[src/rtl/misc_regs_pkg.sv]
package misc_regs_pkg;
  localparam logic [7:0]  SPEED_MON_OFS  = 8'h08;
  localparam logic [7:0]  TILE_CFG_OFS   = 8'h0c;
  localparam logic [7:0]  MISC_INIT_OFS  = 8'h10;
  localparam logic [31:0] SPEED_MON_RST  = 32'h40000000;
  localparam logic [31:0] TILE_CFG_RST   = 32'ha2200;
  localparam logic [31:0] MISC_INIT_RST  = 32'h00000000;
  localparam logic [31:0] TILE_CFG_MASK  = 32'h007fffff;
  localparam logic [31:0] MISC_INIT_MASK = 32'hfffdffff;
  localparam int          REF_LSB        = 0;
  localparam int          OSC_LSB        = 16;
  localparam int          OSC_CLR_BIT    = 28;
  localparam int          NOR_SEL_BIT    = 29;
  localparam int          MON_EN_BIT     = 30;
  localparam int          BEGIN_LSB      = 0;
  localparam int          STRIDE_LSB     = 13;
  localparam int          TILES_X_LSB    = 16;
  localparam int          RST_3D_BIT     = 0;
  localparam int          RST_FIFO_BIT   = 1;
  localparam int          REG_BSWZ_BIT   = 2;
  localparam int          REG_WSWZ_BIT   = 3;
  localparam int          RST_VID_BIT    = 4;
  localparam int          TV_BLANK_LSB   = 8;
  localparam int          TV_SYNC_LSB    = 11;
  localparam int          MON_SYNC_LSB   = 14;
  localparam int          YORG_LSB       = 18;
  localparam int          LFB_BSWZ_BIT   = 30;
  localparam int          LFB_WSWZ_BIT   = 31;
  localparam int          ADDR_3D_BIT    = 20;
  localparam int          ADDR_2D_BIT    = 19;
  localparam int          DELAY_BASE     = 2;
  localparam int          DELAY_MAX      = 9;
  localparam logic [10:0] STRIDE_1K      = 11'h001;
endpackage : misc_regs_pkg

[src/rtl/init_misc_control_regs.sv]
module init_misc_control_regs (
  input  wire logic        mclk_i,
  input  wire logic        rstn_i,
  input  wire logic        clk2x_en_i,
  input  wire logic        osc_nand_i,
  input  wire logic        osc_nor_i,
  input  wire logic        reg_wr_i,
  input  wire logic        reg_rd_i,
  input  wire logic [7:0]  reg_addr_i,
  input  wire logic [31:0] reg_wdata_i,
  output logic      [31:0] reg_rdata_o,
  input  wire logic [20:19] hw_addr_i,
  input  wire logic [31:0] hw_wdata_i,
  output logic      [31:0] hw_wdata_o,
  input  wire logic [31:0] lfb_wdata_i,
  output logic      [31:0] lfb_wdata_o,
  input  wire logic        blank_i,
  input  wire logic        hsync_i,
  input  wire logic        vsync_i,
  output logic             tv_blank_o,
  output logic             tv_hsync_o,
  output logic             tv_vsync_o,
  output logic             mon_hsync_o,
  output logic             mon_vsync_o,
  output logic             osc_nor_sel_o,
  output logic      [12:0] tile_begin_page_o,
  output logic      [14:0] tile_stride_bytes_o,
  output logic      [6:0]  tiles_x_o,
  output logic             rst_3d_o,
  output logic             rst_host_fifo_o,
  output logic      [3:0]  rst_sub_o,
  output logic      [11:0] y_origin_o
);
  logic [15:0] ref_cnt_r, ref_cnt_nxt;
  logic [11:0] osc_cnt_r, osc_cnt_nxt;
  logic [31:0] mon_r, mon_nxt;
  logic [31:0] tile_r, tile_nxt;
  logic [31:0] misc_r, misc_nxt;
  logic        osc_s1_r, osc_s2_r, osc_s3_r;
  logic [31:0] rdata_r, rdata_nxt;
  logic [31:0] hw_r, hw_nxt, lfb_r, lfb_nxt;
  logic        osc_sel, osc_rise, mon_en;
  logic [2:0]  stride;

  function automatic logic [31:0] swz(input logic [31:0] d, input logic b, input logic w);
    logic [31:0] t;
    t = b ? {d[7:0], d[15:8], d[23:16], d[31:24]} : d;
    return w ? {t[15:0], t[31:16]} : t;
  endfunction : swz

  // ring oscillator edges are brought in through two flops, the third finds rises
  assign osc_sel  = mon_r[misc_regs_pkg::NOR_SEL_BIT] ? osc_nor_i : osc_nand_i;
  assign osc_rise = osc_s2_r & ~osc_s3_r;
  assign mon_en   = mon_r[misc_regs_pkg::MON_EN_BIT];

  always_comb begin
    mon_nxt  = mon_r;
    tile_nxt = tile_r;
    misc_nxt = misc_r;
    ref_cnt_nxt = ref_cnt_r;
    osc_cnt_nxt = osc_cnt_r;
    if (mon_en) begin
      ref_cnt_nxt = ref_cnt_r + 16'h0001;
      if (osc_rise) osc_cnt_nxt = osc_cnt_r + 12'h001;
    end
    if (reg_wr_i) begin
      case (reg_addr_i)
        misc_regs_pkg::SPEED_MON_OFS: mon_nxt = reg_wdata_i;
        misc_regs_pkg::TILE_CFG_OFS:  tile_nxt = reg_wdata_i & misc_regs_pkg::TILE_CFG_MASK;
        misc_regs_pkg::MISC_INIT_OFS: misc_nxt = reg_wdata_i & misc_regs_pkg::MISC_INIT_MASK;
        default: ;
      endcase
    end
    if (mon_nxt[misc_regs_pkg::OSC_CLR_BIT]) osc_cnt_nxt = 12'h000;
  end

  always_comb begin
    rdata_nxt = rdata_r;
    if (reg_rd_i) begin
      case (reg_addr_i)
        misc_regs_pkg::SPEED_MON_OFS:
          rdata_nxt = {1'b0, mon_r[30:28], osc_cnt_r, ref_cnt_r};
        misc_regs_pkg::TILE_CFG_OFS:  rdata_nxt = tile_r;
        misc_regs_pkg::MISC_INIT_OFS: rdata_nxt = misc_r;
        default:                      rdata_nxt = 32'h00000000;
      endcase
    end
    hw_nxt  = hw_wdata_i;
    if (hw_addr_i[misc_regs_pkg::ADDR_3D_BIT] | hw_addr_i[misc_regs_pkg::ADDR_2D_BIT]) begin
      hw_nxt = swz(hw_wdata_i, misc_r[misc_regs_pkg::REG_BSWZ_BIT],
                   misc_r[misc_regs_pkg::REG_WSWZ_BIT]);
    end
    lfb_nxt = swz(lfb_wdata_i, misc_r[misc_regs_pkg::LFB_BSWZ_BIT],
                  misc_r[misc_regs_pkg::LFB_WSWZ_BIT]);
  end

  always_ff @(posedge mclk_i or negedge rstn_i) begin
    if (!rstn_i) begin
      mon_r     <= misc_regs_pkg::SPEED_MON_RST;
      tile_r    <= misc_regs_pkg::TILE_CFG_RST;
      misc_r    <= misc_regs_pkg::MISC_INIT_RST;
      ref_cnt_r <= 16'h0000;
      osc_cnt_r <= 12'h000;
      osc_s1_r  <= 1'b0;
      osc_s2_r  <= 1'b0;
      osc_s3_r  <= 1'b0;
      rdata_r   <= 32'h00000000;
      hw_r      <= 32'h00000000;
      lfb_r     <= 32'h00000000;
    end else begin
      mon_r     <= mon_nxt;
      tile_r    <= tile_nxt;
      misc_r    <= misc_nxt;
      ref_cnt_r <= ref_cnt_nxt;
      osc_cnt_r <= osc_cnt_nxt;
      osc_s1_r  <= osc_sel;
      osc_s2_r  <= osc_s1_r;
      osc_s3_r  <= osc_s2_r;
      rdata_r   <= rdata_nxt;
      hw_r      <= hw_nxt;
      lfb_r     <= lfb_nxt;
    end
  end

  assign reg_rdata_o         = rdata_r;
  assign hw_wdata_o          = hw_r;
  assign lfb_wdata_o         = lfb_r;
  assign osc_nor_sel_o       = mon_r[misc_regs_pkg::NOR_SEL_BIT];
  assign tile_begin_page_o   = tile_r[misc_regs_pkg::BEGIN_LSB +: 13];
  assign stride              = tile_r[misc_regs_pkg::STRIDE_LSB +: 3];
  // codes above 4 are undefined; they clamp to 16k
  assign tile_stride_bytes_o = {misc_regs_pkg::STRIDE_1K[4:0], 10'h000}
                               << ((stride > 3'h4) ? 3'h4 : stride);
  assign tiles_x_o           = tile_r[misc_regs_pkg::TILES_X_LSB +: 7];
  assign rst_3d_o            = misc_r[misc_regs_pkg::RST_3D_BIT];
  assign rst_host_fifo_o     = misc_r[misc_regs_pkg::RST_FIFO_BIT];
  assign rst_sub_o           = misc_r[misc_regs_pkg::RST_VID_BIT +: 4];
  assign y_origin_o          = misc_r[misc_regs_pkg::YORG_LSB +: 12];

  sync_delay_line #(.W(1)) u_tv_blank (
    .mclk_i (mclk_i),
    .rstn_i (rstn_i),
    .ce_i   (clk2x_en_i),
    .sel_i  (misc_r[misc_regs_pkg::TV_BLANK_LSB +: 3]),
    .d_i    (blank_i),
    .q_o    (tv_blank_o)
  );

  sync_delay_line #(.W(2)) u_tv_sync (
    .mclk_i (mclk_i),
    .rstn_i (rstn_i),
    .ce_i   (clk2x_en_i),
    .sel_i  (misc_r[misc_regs_pkg::TV_SYNC_LSB +: 3]),
    .d_i    ({hsync_i, vsync_i}),
    .q_o    ({tv_hsync_o, tv_vsync_o})
  );

  sync_delay_line #(.W(2)) u_mon_sync (
    .mclk_i (mclk_i),
    .rstn_i (rstn_i),
    .ce_i   (clk2x_en_i),
    .sel_i  (misc_r[misc_regs_pkg::MON_SYNC_LSB +: 3]),
    .d_i    ({hsync_i, vsync_i}),
    .q_o    ({mon_hsync_o, mon_vsync_o})
  );

  property p_ref_hold;
    @(posedge mclk_i) disable iff (!rstn_i)
      !mon_en |=> ref_cnt_r == $past(ref_cnt_r);
  endproperty
  a_ref_hold: assert property (p_ref_hold) else $error("ref counter moved while off");

  property p_ref_run;
    @(posedge mclk_i) disable iff (!rstn_i)
      mon_en |=> ref_cnt_r == $past(ref_cnt_r) + 16'h0001;
  endproperty
  a_ref_run: assert property (p_ref_run) else $error("ref counter not counting");

  property p_osc_clr;
    @(posedge mclk_i) disable iff (!rstn_i)
      mon_r[misc_regs_pkg::OSC_CLR_BIT] |-> osc_cnt_r == 12'h000;
  endproperty
  a_osc_clr: assert property (p_osc_clr) else $error("osc counter not cleared");

  property p_osc_step;
    @(posedge mclk_i) disable iff (!rstn_i)
      osc_cnt_r != $past(osc_cnt_r) && osc_cnt_r != 12'h000 |-> $past(osc_rise && mon_en);
  endproperty
  a_osc_step: assert property (p_osc_step) else $error("osc counter moved without edge");

  property p_mon_wr;
    @(posedge mclk_i) disable iff (!rstn_i)
      reg_wr_i && reg_addr_i == misc_regs_pkg::SPEED_MON_OFS |=> mon_r == $past(reg_wdata_i);
  endproperty
  a_mon_wr: assert property (p_mon_wr) else $error("speed monitor write lost");

  property p_rst3d;
    @(posedge mclk_i) disable iff (!rstn_i)
      reg_wr_i && reg_addr_i == misc_regs_pkg::MISC_INIT_OFS |=> rst_3d_o == $past(reg_wdata_i[0]);
  endproperty
  a_rst3d: assert property (p_rst3d) else $error("3d reset does not follow write");

  property p_lfb_bswz;
    @(posedge mclk_i) disable iff (!rstn_i)
      misc_r[31:30] == 2'b01 |=> lfb_wdata_o == {$past(lfb_wdata_i[7:0]), $past(lfb_wdata_i[15:8]),
                                                 $past(lfb_wdata_i[23:16]), $past(lfb_wdata_i[31:24])};
  endproperty
  a_lfb_bswz: assert property (p_lfb_bswz) else $error("lfb byte swizzle wrong");

  property p_reg_wswz;
    @(posedge mclk_i) disable iff (!rstn_i)
      misc_r[3:2] == 2'b10 && hw_addr_i != 2'b00 |=>
        hw_wdata_o == {$past(hw_wdata_i[15:0]), $past(hw_wdata_i[31:16])};
  endproperty
  a_reg_wswz: assert property (p_reg_wswz) else $error("register word swizzle wrong");

  property p_reg_plain;
    @(posedge mclk_i) disable iff (!rstn_i)
      hw_addr_i == 2'b00 |=> hw_wdata_o == $past(hw_wdata_i);
  endproperty
  a_reg_plain: assert property (p_reg_plain) else $error("unqualified write altered");

  property p_lfb_plain;
    @(posedge mclk_i) disable iff (!rstn_i)
      misc_r[31:30] == 2'b00 |=> lfb_wdata_o == $past(lfb_wdata_i);
  endproperty
  a_lfb_plain: assert property (p_lfb_plain) else $error("lfb data altered");

  property p_tile_wr;
    @(posedge mclk_i) disable iff (!rstn_i)
      reg_wr_i && reg_addr_i == misc_regs_pkg::TILE_CFG_OFS |=>
        tile_begin_page_o == $past(reg_wdata_i[12:0]) && tiles_x_o == $past(reg_wdata_i[22:16]);
  endproperty
  a_tile_wr: assert property (p_tile_wr) else $error("tile fields do not follow write");

  property p_tile_rsvd;
    @(posedge mclk_i) disable iff (!rstn_i)
      tile_r[31:23] == 9'h000;
  endproperty
  a_tile_rsvd: assert property (p_tile_rsvd) else $error("tile reserved bits set");

  property p_stride_min;
    @(posedge mclk_i) disable iff (!rstn_i)
      tile_r[15:13] == 3'h0 |-> tile_stride_bytes_o == 15'h0400;
  endproperty
  a_stride_min: assert property (p_stride_min) else $error("stride code 0 not 1k");

  property p_stride_clamp;
    @(posedge mclk_i) disable iff (!rstn_i)
      tile_r[15:13] > 3'h4 |-> tile_stride_bytes_o == 15'h4000;
  endproperty
  a_stride_clamp: assert property (p_stride_clamp) else $error("stride not clamped");

  property p_fifo_rst;
    @(posedge mclk_i) disable iff (!rstn_i)
      reg_wr_i && reg_addr_i == misc_regs_pkg::MISC_INIT_OFS |=>
        rst_host_fifo_o == $past(reg_wdata_i[1]);
  endproperty
  a_fifo_rst: assert property (p_fifo_rst) else $error("fifo reset does not follow write");

  property p_sub_rst;
    @(posedge mclk_i) disable iff (!rstn_i)
      reg_wr_i && reg_addr_i == misc_regs_pkg::MISC_INIT_OFS |=>
        rst_sub_o == $past(reg_wdata_i[7:4]);
  endproperty
  a_sub_rst: assert property (p_sub_rst) else $error("subsystem resets wrong");

  property p_yorg;
    @(posedge mclk_i) disable iff (!rstn_i)
      reg_wr_i && reg_addr_i == misc_regs_pkg::MISC_INIT_OFS |=>
        y_origin_o == $past(reg_wdata_i[29:18]);
  endproperty
  a_yorg: assert property (p_yorg) else $error("y origin does not follow write");

  property p_nor_sel;
    @(posedge mclk_i) disable iff (!rstn_i)
      reg_wr_i && reg_addr_i == misc_regs_pkg::SPEED_MON_OFS |=>
        osc_nor_sel_o == $past(reg_wdata_i[29]);
  endproperty
  a_nor_sel: assert property (p_nor_sel) else $error("chain select wrong");

  property p_osc_hold;
    @(posedge mclk_i) disable iff (!rstn_i)
      !mon_en && !mon_r[misc_regs_pkg::OSC_CLR_BIT] &&
        !(reg_wr_i && reg_addr_i == misc_regs_pkg::SPEED_MON_OFS) |=>
        osc_cnt_r == $past(osc_cnt_r);
  endproperty
  a_osc_hold: assert property (p_osc_hold) else $error("osc counter moved while off");

  property p_rd_unmapped;
    @(posedge mclk_i) disable iff (!rstn_i)
      reg_rd_i && reg_addr_i != misc_regs_pkg::SPEED_MON_OFS &&
        reg_addr_i != misc_regs_pkg::TILE_CFG_OFS &&
        reg_addr_i != misc_regs_pkg::MISC_INIT_OFS |=> reg_rdata_o == 32'h00000000;
  endproperty
  a_rd_unmapped: assert property (p_rd_unmapped) else $error("unmapped read not zero");

  c_osc_cnt: cover property (@(posedge mclk_i) disable iff (!rstn_i) osc_rise && mon_en);
  c_tile_wr: cover property (@(posedge mclk_i) disable iff (!rstn_i)
                             reg_wr_i && reg_addr_i == misc_regs_pkg::TILE_CFG_OFS);
  c_swz_both: cover property (@(posedge mclk_i) disable iff (!rstn_i) misc_r[3:2] == 2'b11);
  c_stride_clamp: cover property (@(posedge mclk_i) disable iff (!rstn_i) tile_r[15:13] > 3'h4);
  c_long_delay: cover property (@(posedge mclk_i) disable iff (!rstn_i)
                                misc_r[16:14] == 3'h7 && clk2x_en_i);
endmodule : init_misc_control_regs

[src/rtl/sync_delay_line.sv]
module sync_delay_line #(
  parameter int W = 1
) (
  input  wire logic         mclk_i,
  input  wire logic         rstn_i,
  input  wire logic         ce_i,
  input  wire logic [2:0]   sel_i,
  input  wire logic [W-1:0] d_i,
  output logic      [W-1:0] q_o
);
  logic [W-1:0] tap_r   [misc_regs_pkg::DELAY_MAX];
  logic [W-1:0] tap_nxt [misc_regs_pkg::DELAY_MAX];

  // tap k holds the input delayed by k+1 enabled edges
  always_comb begin
    tap_nxt = tap_r;
    if (ce_i) begin
      tap_nxt[0] = d_i;
      for (int k = 1; k < misc_regs_pkg::DELAY_MAX; k++) tap_nxt[k] = tap_r[k-1];
    end
  end

  always_ff @(posedge mclk_i or negedge rstn_i) begin
    if (!rstn_i) begin
      for (int k = 0; k < misc_regs_pkg::DELAY_MAX; k++) tap_r[k] <= '0;
    end else begin
      tap_r <= tap_nxt;
    end
  end

  // code 0 selects two flops, code 7 selects nine
  assign q_o = tap_r[32'(sel_i) + misc_regs_pkg::DELAY_BASE - 1];
endmodule : sync_delay_line

[config.mk]
export PLATFORM = sky130hd
export DESIGN_NAME = init_misc_control_regs
export DESIGN_NICKNAME = d
export VERILOG_FILES = /design/src/rtl/misc_regs_pkg.sv /design/src/rtl/init_misc_control_regs.sv /design/src/rtl/sync_delay_line.sv
export SDC_FILE = /design/constraint.sdc
export NUM_CORES = 1
export LEC_CHECK = 0
export BUFFER_PORTS_ARGS = -buffer_cell sky130_fd_sc_hd__buf_2
export CORE_MARGIN = 3
export CORE_UTILIZATION = 40
export CTS_BUF_LIST = sky130_fd_sc_hd__clkbuf_8
export DETAILED_ROUTE_END_ITERATION = 7
export REMOVE_ABC_BUFFERS = 1
export SLEW_MARGIN = 0
export SYNTH_ARGS = -nofsm -noshare
export SYNTH_HDL_FRONTEND = slang
export SYNTH_HIERARCHICAL = 1
export SYNTH_SLANG_ARGS = --single-unit
export TNS_END_PERCENT = 20
[constraint.sdc]
create_clock -name mclk_i -period 2.5 [get_ports mclk_i]
set_input_delay 0.5 -clock mclk_i [delete_from_list [all_inputs] [get_ports mclk_i]]
set_output_delay 0.5 -clock mclk_i [all_outputs]
set_load 0.03 [all_outputs]
### Word level (Yosys, flattened, before mapping)

Cells that the tools add are included.

* $add $sub $neg: 8
* $lt $le $gt $ge: 4
* equal/unequal tests: 3
* shift operators: 1
* mux-type cells: 22
* bitwise logic cells: 6
* reduce and logical (&&, ||, !) cells: 6

Operators by type and width (number)
* 32-bit 2-to-1 mux: 5
* 33-bit by 5-bit greater-or-equal comparator with 1-bit output (second input constant): 3
* 32-bit inverter with 33-bit output: 3
* 32-bit case mux with 3 select lines: 1
* 32-bit by 1-bit subtractor with 32-bit output (second input constant): 3
* 29-bit 2-to-1 mux: 2
* 12-bit 2-to-1 mux: 3
* 16-bit by 1-bit adder with 16-bit output (second input constant): 1
* 2-bit binary-select mux with 4-bit select: 2
* 8-bit by 4-bit equality test with 1-bit output (second input constant): 2
* 11-bit by 3-bit << shifter with 15-bit output (first input constant): 1
* 12-bit by 1-bit adder with 12-bit output (second input constant): 1
* 3-bit by 2-bit adder with 4-bit output (second input constant): 3
* 8-bit by 5-bit equality test with 1-bit output (second input constant): 1
* 2-bit 2-to-1 mux: 4
* 2-bit AND reduction: 4
* 1-bit binary-select mux with 4-bit select: 1
* 2-bit nonzero test: 2
* 3-bit > comparator (second input constant): 1
* 1-bit 2-to-1 mux: 3
* 3-bit 2-to-1 mux: 1
* 1-bit bitwise AND: 1
* 1-bit inverter: 1
* 1-bit bitwise OR: 1

* flip-flop bits (word level): 239
* input port bits: 116
* word-level logic and storage cells: 80

### Depth between registers and ports, before layout

Gate-level depths: netlist (run 1).

* depth after elaboration: 6
* gate-level depth with buffers: 7
* gate-level depth less buffers: 5

### Hierarchy

The synthesis (run 1) kept the hierarchy.

Modules (own cells, without submodules)
* init_misc_control_regs: instances 1, cells an instance 679, area each 9156.3 sq um
* sync_delay_line at u_mon_sync ...: instances 2, cells an instance 67, area each 883.3 sq um
* sync_delay_line at u_tv_blank: instances 1, cells an instance 28, area each 436.7 sq um

### Worst setup path after synthesis (run 1)

OpenSTA, ideal clock, no wires.

* path type: register to output
* start: register misc_r[14]
* end: output mon_vsync_o
* arrival: 1.713 ns
* data required time: 2.000 ns
* slack: 0.287 ns
* stages on the path, launching flop included: 7
* buffers on the path: 1
* cells stage by stage: dfrtp_1 ha_1 buf_6 mux2_2 o21ai_1 a31oi_1 and3_1

* longest elaborated chain between the ends: 6

Ends and longest elaborated chain
* start: declaration: line init_misc_control_regs.sv:38 `logic [31:0] misc_r, misc_nxt;`
* start signal: assignment: line init_misc_control_regs.sv:101 `misc_r <= misc_regs_pkg::MISC_INIT_RST;`
* start signal: assignment: line init_misc_control_regs.sv:113 `misc_r <= misc_nxt;`
* 3-bit by 2-bit adder with 4-bit output: line sync_delay_line.sv:32 `assign q_o = tap_r[32'(sel_i) + misc_regs_pkg::DELAY_BASE - 1];`
* 32-bit by 1-bit subtractor with 32-bit output: line sync_delay_line.sv:32
* 32-bit inverter with 33-bit output (not written as such): line sync_delay_line.sv:32
* 2-bit binary-select mux with 4-bit select: line sync_delay_line.sv:32
* 2-bit 2-to-1 mux (not written as such) (2 in series): line sync_delay_line.sv:32
* end: declaration: line init_misc_control_regs.sv:24 `output logic mon_vsync_o,`

Every way passes these cells. The select of a mux whose other input is x is not followed.

### Worst setup path in the final report (run 1)

* start: register misc_r[8]
* end: output tv_blank_o

* longest elaborated chain between the ends: 6

Ends and longest elaborated chain
* 3-bit by 2-bit adder with 4-bit output: line sync_delay_line.sv:32
* 32-bit by 1-bit subtractor with 32-bit output: line sync_delay_line.sv:32
* 32-bit inverter with 33-bit output (not written as such): line sync_delay_line.sv:32
* 1-bit binary-select mux with 4-bit select: line sync_delay_line.sv:32
* 1-bit 2-to-1 mux (not written as such) (2 in series): line sync_delay_line.sv:32
* end: declaration: line init_misc_control_regs.sv:20 `output logic tv_blank_o,`

Every way passes these cells. The select of a mux whose other input is x is not followed.

==> flow_summary.yaml, run 1 <==
run_status:
  status: "finished, violations left"
  violations: "setup timing"
cells_and_area:
  final_area_um2: 13900
  drive_gt1_share_pct: 52.3
  syn_to_final_growth_pct: 22.2
  diodes: 0
  nets: 1212
  final_cells: 1501
  utilization_pct: 49.8
floorplanning:
  die_height_um: 175
  initial_utilization_pct: 40.8
  dieArea_um2: 30500
  rows: 61
  core_area_um2: 27900
  die_w_um: 175
  ios: 271
logic_synthesis:
  synth_mux_area_share_pct: 30.0
  ys_seq_area_share_pct: 50.5
  synthSimpleGateAreaFrac_pct: 5.98
  synth-compound-area-share_pct: 4.19
  ys.flop_type: "dfrtp_1"
  syn_area_per_cell_um2: 13.5
  synthDistinctLibCells: 46
  syn_area_um2: 11400
  synth-xor-area-share_pct: 2.37
  synthesis.instances: 841
  ys_seq_elements: 229
  yosys.area.top_type: "dfrtp_1"
  synth_top_family_by_area: "multiplexers"
  async_flop_share_pct: 100
  synth_area_leaders: "dfrtp_1, mux2_2, mux4_2"
  synth_top_cell_area_share_pct: 49.3
  synthAdderAreaFrac_pct: 0.551
  synth-edff-count: 0
  synth_warnings: 6
setup_path:
  cp_data_arrival_time_ns: 2.15
  required_ns: 2.00
  cp_max_fo: 6
  crit_path_end_kind: "output pin"
  cp-start-kind: "flop"
  worstSetupPathType: "flop to output pin"
placement:
  place_hpwl_um: 19400
  port_buffers: 260
  place.gp.congestion: 0.804
  dp_slack_ns: 0.138
  dp.cells: 1422
  place_area_um2: 12900
global_route:
  grt_overflow: 0
  grt_max_degree: 76
  grt.total_usage_pct: 17.9
  antenna_found_initial: 2
  grt_pass1_wl_um: 44100
  grt_pass1_vias: 8196
drt:
  route.detailed.drc: 0
  drt_first_pass_iters: 4
  detail_route.wirelength_um: 27600
  drtAntennaViolNets: 0
  routedWlPerCell_um: 18.4
  vias: 7728
  drt_iter0_drc: 252
  via_per_inst: 5.15
cts:
  clkTransAtPathRegs_ns: 0.05
  cts_buffers: 42
  cts_sinks: 229
  worst_skew_pair.late_latency_ns: 0.53
  clk_root_buffer_cell: "clkbuf_8"
  cts_tree: "yes"
  cts_max_level: 2
  cts_buffer_depth: 3
timing:
  setup_violations: 5
  rsz0062_at_grt: "true"
  final-hold-violation-count: 0
  fmax_mhz: 377
  finalCriticalPeriod_ns: 2.65
  relSlewSlack_pct: 52.4
  skew_ns: 0.0168
  maxSlewViolCount: 0
  timing.hold.ws_ns: 0.193
  tightest_slew_ns: 0.713
  post-route-period-util_pct: 106
  fin_tns_setup_ns: -0.605
  fin_ws_ns: -0.153
hold_path:
  hold_path_class: "input port to flop"
power_and_ir_drop:
  power.density_nw_per_um2: 708
  vdd_ir_drop_max_v: 0.000354
  p_leak_nw: 6.34
  finalPower_mw: 9.83
flow_run:
  drv_cap: 0
-- worst max-delay path, stage by stage (launching register included) --
cell and delay, ns:
dfrtp_2 0.46, ha_4 0.30, mux4_2 0.28, mux2_2 0.27, a21o_1 0.16, buf_6 0.14
-- cells in the final DEF (no fill, tap or decap), types with 4 or more instances in the layout --
cell type / count
a21oi_1: 21
a22oi_1: 8
a31oi_1: 4
and2_1: 4
and3_1: 5
buf_2: 254
buf_4: 29
buf_6: 6
clkbuf_8: 54
clkinv_2: 6
conb_1: 10
dfrtp_1: 220
dfrtp_2: 4
dfstp_2: 5
inv_1: 48
mux2_2: 139
mux2_4: 4
mux2i_1: 30
mux4_2: 65
nand2_1: 18
nand3_1: 13
nand4_1: 16
nor2_1: 43
nor2b_1: 10
nor3_1: 5
nor4_1: 4
o22ai_1: 30
xnor2_1: 20
xor2_1: 7
-- worst paths after layout --
path / start / endpoint / slack [ns] / cells after the start
setup / recovery: misc_r[8]$_DFFE_PN0P_ / tv_blank_o / -0.15 / 5
min in group asynchronous: rstn_i / u_mon_sync/tap_r[4]$_DFFE_PN0P_ / 0.44 / 2
setup reg to reg: mon_r[30]$_DFFE_PN1P_ / ref_cnt_r[15]$_DFFE_PN0P_ / 0.55 / 4
max in group asynchronous: rstn_i / mon_r[30]$_DFFE_PN1P_ / 1.28 / 3
hold reg to reg: osc_s1_r$_DFF_PN0_ / osc_s2_r$_DFF_PN0_ / 0.36 / 0
hold / removal: reg_wdata_i[23] / misc_r[23]$_DFFE_PN0P_ / 0.19 / 2
-- timing repair --
item	4_1_cts	5_1_grt
pin swaps	9	6
cloned	0	0
resized for setup	29	10
setup endpoints to repair	5	5
setup buffers	2	0
hold endpoints to repair	40	0
hold buffers	1	0
-- layer usage --
metal  vias up  GRT usage [%]  wire length, µm
met5         -              0               17
met3        59           5.70             2020
met2       213           29.1            13100
li1       3558              -                -
met4         4           5.29              677
met1      3894           23.1            11800
-- cells in the mapped netlist, types with 5 or more instances --
cell,instances
a21oi_1,21
a22oi_1,8
and3_1,5
buf_2,30
buf_4,47
clkbuf_1,16
dfrtp_1,224
dfstp_2,5
ha_1,5
inv_1,34
mux2_2,143
mux2i_1,30
mux4_2,64
nand2_1,18
nand3_1,13
nand4_1,16
nor2_1,44
nor2b_1,10
nor3_1,5
o22ai_1,30
xnor2_1,20
xor2_1,7
-- layout make-up --
| cell class | instances | area [µm²] |
|---|---|---|
| Timing Repair Buffer | 294 | 1640 |
| Fill cell | 2510 | 14000 |
| Clock buffer | 54 | 743 |
| Multi-Input combinational cell | 490 | 5060 |
| Tap cell | 378 | 473 |
| Clock inverter | 22 | 101 |
| Inverter | 34 | 128 |
| Sequential cell | 229 | 5740 |
-- flip-flops by register name (all words and copies together) (netlist names) --
signal and flops:
lfb_wdata_o 32, osc_s2_r 1, osc_s1_r 1, u_mon_sync/tap_r 18, ref_cnt_r 16, tile_r 23, osc_cnt_r 12, reg_rdata_o 32
osc_s3_r 1, mon_r 3, u_tv_blank/tap_r 9, misc_r 31, hw_wdata_o 32, u_tv_sync/tap_r 18
-- where the power goes --
group	internal (mW)	leakage (nW)	switching, mW
logic	0.844	2.96	0.904
clock network	1.94	0.492	1.58
registers	4.16	2.90	0.401
total	6.95	6.34	2.88
-- cells by family (layout without fill, tap and decap cells) --
kind of cell	after synthesis	count (layout)
AND/OR/NAND/NOR	130	130
AO/OA/AOI/OAI	77	77
XOR/XNOR	29	29
adder cells (fa/ha/maj)	5	5
flip-flops	229	229
other	1	10
multiplexers	239	239
buffers and inverters	131	404
Power figures use the tool's default switching activity.
==> run 2: changes to the inputs <==
--- a/config.mk
+++ b/config.mk
@@ -13,2 +13,3 @@
 export REMOVE_ABC_BUFFERS = 1
+export SETUP_SLACK_MARGIN = 0.05
 export SLEW_MARGIN = 0
==> constraint.sdc (replaced) <==
create_clock -name mclk_i -period 2.5 [get_ports mclk_i]
set_input_delay 0.375 -clock mclk_i [delete_from_list [all_inputs] [get_ports mclk_i]]
set_output_delay 0.375 -clock mclk_i [all_outputs]
set_load 0.03 [all_outputs]
==> flow_summary.yaml, run 2 (synthesis results as in run 1) <==
power_and_ir_drop:
  vdd_ir_drop_max_v: 0.000340
  power.density_nw_per_um2: 700
  p_leak_nw: 6.34
cells_and_area:
  seqCellArea_um2: 5740
  drive_gt1_share_pct: 52.2
  final_area_um2: 13900
  final_cell_mix: "buf_2, dfrtp_1, mux2_2, mux4_2, inv_1"
  multi_input_area_um2: 5050
  final_cells: 1501
  nets: 1210
  diodes: 0
  final_common_cell: "buf_2"
  fill_cells: 2510
  utilization_pct: 49.8
  syn_to_final_growth_pct: 22.2
timing:
  finalCriticalPeriod_ns: 2.49
  post-route-period-util_pct: 99.7
  skew_ns: 0.0150
  fin_ws_ns: 0.00873
  relSlewSlack_pct: 50.1
  tightest_slew_ns: 0.748
  rsz0062_at_grt: "true"
  setup_violations: 0
  fmax_mhz: 401
  maxSlewViolCount: 0
  final-hold-violation-count: 0
placement:
  port_buffers: 260
  place_area_um2: 12900
  place.gp.congestion: 0.789
  dp.cells: 1418
  place_hpwl_um: 19300
  dp_slack_ns: 0.239
drt:
  detail_route.wirelength_um: 27500
  drt_iter0_drc: 312
  route.detailed.drc: 0
  drtAntennaViolNets: 0
  drt_first_pass_iters: 4
  vias: 7678
  routedWlPerCell_um: 18.3
  via_per_inst: 5.12
global_route:
  grt_pass1_wl_um: 44400
  grt_overflow: 0
  antenna_found_initial: 2
  grt_max_degree: 60
  grt_pass1_vias: 8057
  grt.total_usage_pct: 18.0
hold_path:
  holdPathStages: 2
  hold_path_class: "input port to flop"
  holdPathEnd: "misc_r[27]$_DFFE_PN0P_"
  min_from: "reg_wdata_i[27]"
setup_path:
  critPathBufInv: 1
  rr_worst_depth: 4
  cp_max_fo: 5
  ff2ff_setup_slack_ns: 0.60
  regToRegStartpoint: "mon_r[30]$_DFFE_PN1P_"
  crit_family: "multiplexers"
  worstSetupPathType: "flop to output pin"
  cp-start-kind: "flop"
  r2r_end: "ref_cnt_r[13]$_DFFE_PN0P_"
  slowest_delay_ns: 0.45
  cp_data_arrival_time_ns: 2.12
  crit_slowest_cell: "dfrtp_2"
  cp_cell_sequence: "ha_4, mux4_1, mux2_2, a21o_1, buf_6"
  required_ns: 2.12
  crit_path_end_kind: "output pin"
cts:
  cts_max_level: 2
  clk_root_buffer_cell: "clkbuf_8"
  cts_sinks: 229
  worst_skew_pair.late_latency_ns: 0.55
  cts_tree: "yes"
  clkTransAtPathRegs_ns: 0.06
  cts_buffers: 42
  cts_buffer_depth: 3
floorplanning:
  dieArea_um2: 30500
  initial_utilization_pct: 40.8
  die_height_um: 175
  die_w_um: 175
  ios: 271
  core_area_um2: 27900
  rows: 61
run_status:
  status: "complete, no violations"
flow_run:
  drv_cap: 0
run 2: cell count changes in the layout (fill, tap and decap cells not counted), sizes merged:
cell      delta
clkinvlp     +2
inv          +4
clkbuf       -4
buf          -2
run 2: layout make-up:
cell class	instances	area share, %
Inverter	34	0.920
Sequential cell	229	41.4
Clock inverter	28	0.929
Timing Repair Buffer	292	12.0
Clock buffer	50	4.96
Multi-Input combinational cell	490	36.4
Tap cell	378	3.41
run 2: stage by stage:
stage | power (mW) | hold slack (ns) | setup TNS (ns)
2_1_floorplan | 5.62 | 0.0794 | 0
3_3_place_gp | 6.27 | 0.356 | 0
6_report | 9.72 | 0.0589 | 0
5_1_grt | 10.3 | 0.0242 | -0.437
4_1_cts | 9.88 | 0.0188 | -0.0949
3_5_place_dp | 6.31 | 0.356 | 0
run 2: repair_timing:
item / in CTS / in global routing
gates resized for setup: 36 / 3
setup endpoints to repair: 5 / 5
buffers inserted: 4 / 0
endpoints found under the hold margin: 53 / 0
pin swaps: 12 / 4
hold buffers: 1 / 0
run 2: metal layers:
layer	vias up	global-route usage [%]	share of wire (%)
met1	3876	24.1	44
met5	-	0	0.12
met2	199	28.9	48
met3	45	5.18	6.6
li1	3554	-	-
met4	4	4.75	1.7
run 2: report_power, final:
part	internal (mW)	total, mW	switching, mW
clock network	1.83	3.41	1.59
logic	0.844	1.75	0.901
registers	4.16	4.56	0.400
run 2: worst max path at each step:
stage                            from                    end  slack, ns  cells after the start
2_1_floorplan           reg_addr_i[3]  tile_r[0]$_DFFE_PN0P_       0.14                      3
3_3_place_gp   misc_r[12]$_DFFE_PN0P_             tv_hsync_o       0.31                      7
3_5_place_dp   misc_r[12]$_DFFE_PN0P_             tv_hsync_o       0.24                      7
4_1_cts         misc_r[8]$_DFFE_PN0P_             tv_blank_o      -0.03                      5
5_1_grt        misc_r[15]$_DFFE_PN0P_            mon_hsync_o      -0.11                      6
6_report        misc_r[8]$_DFFE_PN0P_             tv_blank_o      0.009                      5
==> run 3: changes to the inputs <==
BUFFER_PORTS_ARGS = -buffer_cell sky130_fd_sc_hd__buf_4   (was -buffer_cell sky130_fd_sc_hd__buf_2)
clock period = 2.74 ns   (was 2.5 ns; I/O delays follow)
==> flow_summary.yaml, run 3 (synthesis results as in run 1) <==
power_and_ir_drop:
  p_leak_nw: 6.46
  vdd_ir_drop_max_v: 0.000337
  pwr-share-comb_pct: 18.3
  switching_share_pct: 28.5
  seq_power_share_pct: 46.3
  intPower_mw: 6.44
  power.density_nw_per_um2: 627
  p_clk_share_pct: 35.4
  power_switching_mw: 2.57
floorplanning:
  ios: 271
  die_w_um: 175
  initial_utilization_pct: 40.8
  die_height_um: 175
  core_area_um2: 27900
  dieArea_um2: 30500
  rows: 61
cts:
  clkTransAtPathRegs_ns: 0.06
  clk_root_buffer_cell: "clkbuf_8"
  cts_buffer_depth: 3
  cts_buffers: 42
  cts_max_level: 2
  cts_sinks: 229
  cts_tree: "yes"
  worst_skew_pair.late_latency_ns: 0.54
placement:
  place_hpwl_um: 19600
  place.gp.congestion: 0.770
  dp.cells: 1415
  place_area_um2: 13400
  dp_slack_ns: 0.290
  port_buffers: 260
drt:
  route.detailed.drc: 0
  drt_iter0_drc: 299
  via_per_inst: 5.11
  drt_first_pass_iters: 4
  detail_route.wirelength_um: 27800
  vias: 7656
  routedWlPerCell_um: 18.6
  drtAntennaViolNets: 0
timing:
  setup_violations: 0
  fin_tns_setup_ns: 0
  skew_ns: 0.0140
  tightest_slew_ns: 0.912
  final-hold-violation-count: 0
  finalCriticalPeriod_ns: 2.63
  maxSlewViolCount: 0
  post-route-period-util_pct: 95.9
  fmax_mhz: 380
  fin_ws_ns: 0.111
  rsz0062_at_grt: "true"
  relSlewSlack_pct: 39.2
cells_and_area:
  final_cell_mix: "buf_4, dfrtp_1, mux2_2, mux4_2, clkbuf_8"
  final_common_cell: "buf_4"
  drive_gt1_share_pct: 51.5
  diodes: 0
  syn_to_final_growth_pct: 26.6
  final_area_um2: 14400
  nets: 1210
  final_cells: 1498
setup_path:
  slowest_delay_ns: 0.45
  worstSetupPathType: "flop to output pin"
  crit_slowest_cell: "dfrtp_2"
  cp_max_fo: 6
  cp-start-kind: "flop"
  cp_data_arrival_time_ns: 2.22
  required_ns: 2.33
  cp_cell_sequence: "ha_1, mux4_1, mux2_2, a21o_1, buf_4"
  crit_path_end_kind: "output pin"
global_route:
  antenna_found_initial: 0
  grt.total_usage_pct: 17.8
  grt_overflow: 0
  grt_pass1_wl_um: 43800
  grt_pass1_vias: 7852
  grt_max_degree: 73
flow_run:
  drv_cap: 0
hold_path:
  hold_path_class: "input port to flop"
run_status:
  status: "complete, no violations"
## run 3: cell type report
cell class	count	area, µm²
Timing Repair Buffer	292	2220
Sequential cell	229	5740
Clock buffer	55	757
Multi-Input combinational cell	490	4970
Tap cell	378	473
Inverter	34	128
Clock inverter	20	86.3
Fill cell	2450	13500
## run 3: timing repair
| action | in CTS | in global routing |
|---|---|---|
| hold buffers | 1 | 0 |
| endpoints found under the hold margin | 65 | 0 |
| setup buffers | 4 | 3 |
| resized for setup | 5 | 9 |
| pin swaps | 2 | 2 |
| setup endpoints to repair | 5 | 5 |
## run 3: routing by layer
layer / global-route usage, % / vias up / part of all wire, %
li1: - / 3532 / -
met1: 23.7 / 3884 / 43
met2: 29.2 / 213 / 49
met3: 5.31 / 27 / 7.3
met4: 3.92 / 0 / 0.99
met5: 0 / - / 0
## run 3: power by group through the flow
| stage | Sequential (mW) | Combinational (mW) | Clock (mW) |
|---|---|---|---|
| final | 4.17 | 1.65 | 3.19 |
| after detailed placement | 4.23 | 1.65 | 0 |
| after global routing | 4.23 | 1.80 | 3.48 |
| after floorplan | 4.35 | 0.785 | 0 |
| after global placement | 4.22 | 1.62 | 0 |
| after CTS | 4.17 | 1.67 | 3.32 |
## run 3: stage by stage
stage	util [%]	hold WS (ns)	power [mW]
after global routing	51.6	0.0782	9.51
after global placement	48.2	0.366	5.84
after floorplan	-	0.115	5.13
final	51.6	0.105	9.01
after detailed placement	48.2	0.369	5.87
after CTS	51.5	0.0677	9.16
## run 3: final timing paths
path	start	to	slack [ns]	cells after the start
setup reg to reg	misc_r[2]$_DFFE_PN0P_	hw_wdata_o[10]$_DFF_PN0_	0.91	3
max in group asynchronous	rstn_i	tile_r[19]$_DFFE_PN1P_	1.47	3
hold reg to reg	osc_s1_r$_DFF_PN0_	osc_s2_r$_DFF_PN0_	0.37	0
hold / removal	reg_wdata_i[27]	misc_r[27]$_DFFE_PN0P_	0.11	2
setup / recovery	misc_r[8]$_DFFE_PN0P_	tv_blank_o	0.11	5
min in group asynchronous	rstn_i	u_mon_sync/tap_r[6]$_DFFE_PN0P_	0.41	2
## run 3: worst max-delay path, delay by kind of cell, from the launching register on
kind / cells / cell delay [ns]
flip-flops: 1 / 0.45
buffers and inverters: 1 / 0.17
multiplexers: 2 / 0.56
AO/OA/AOI/OAI: 1 / 0.18
adder cells (fa/ha/maj): 1 / 0.33
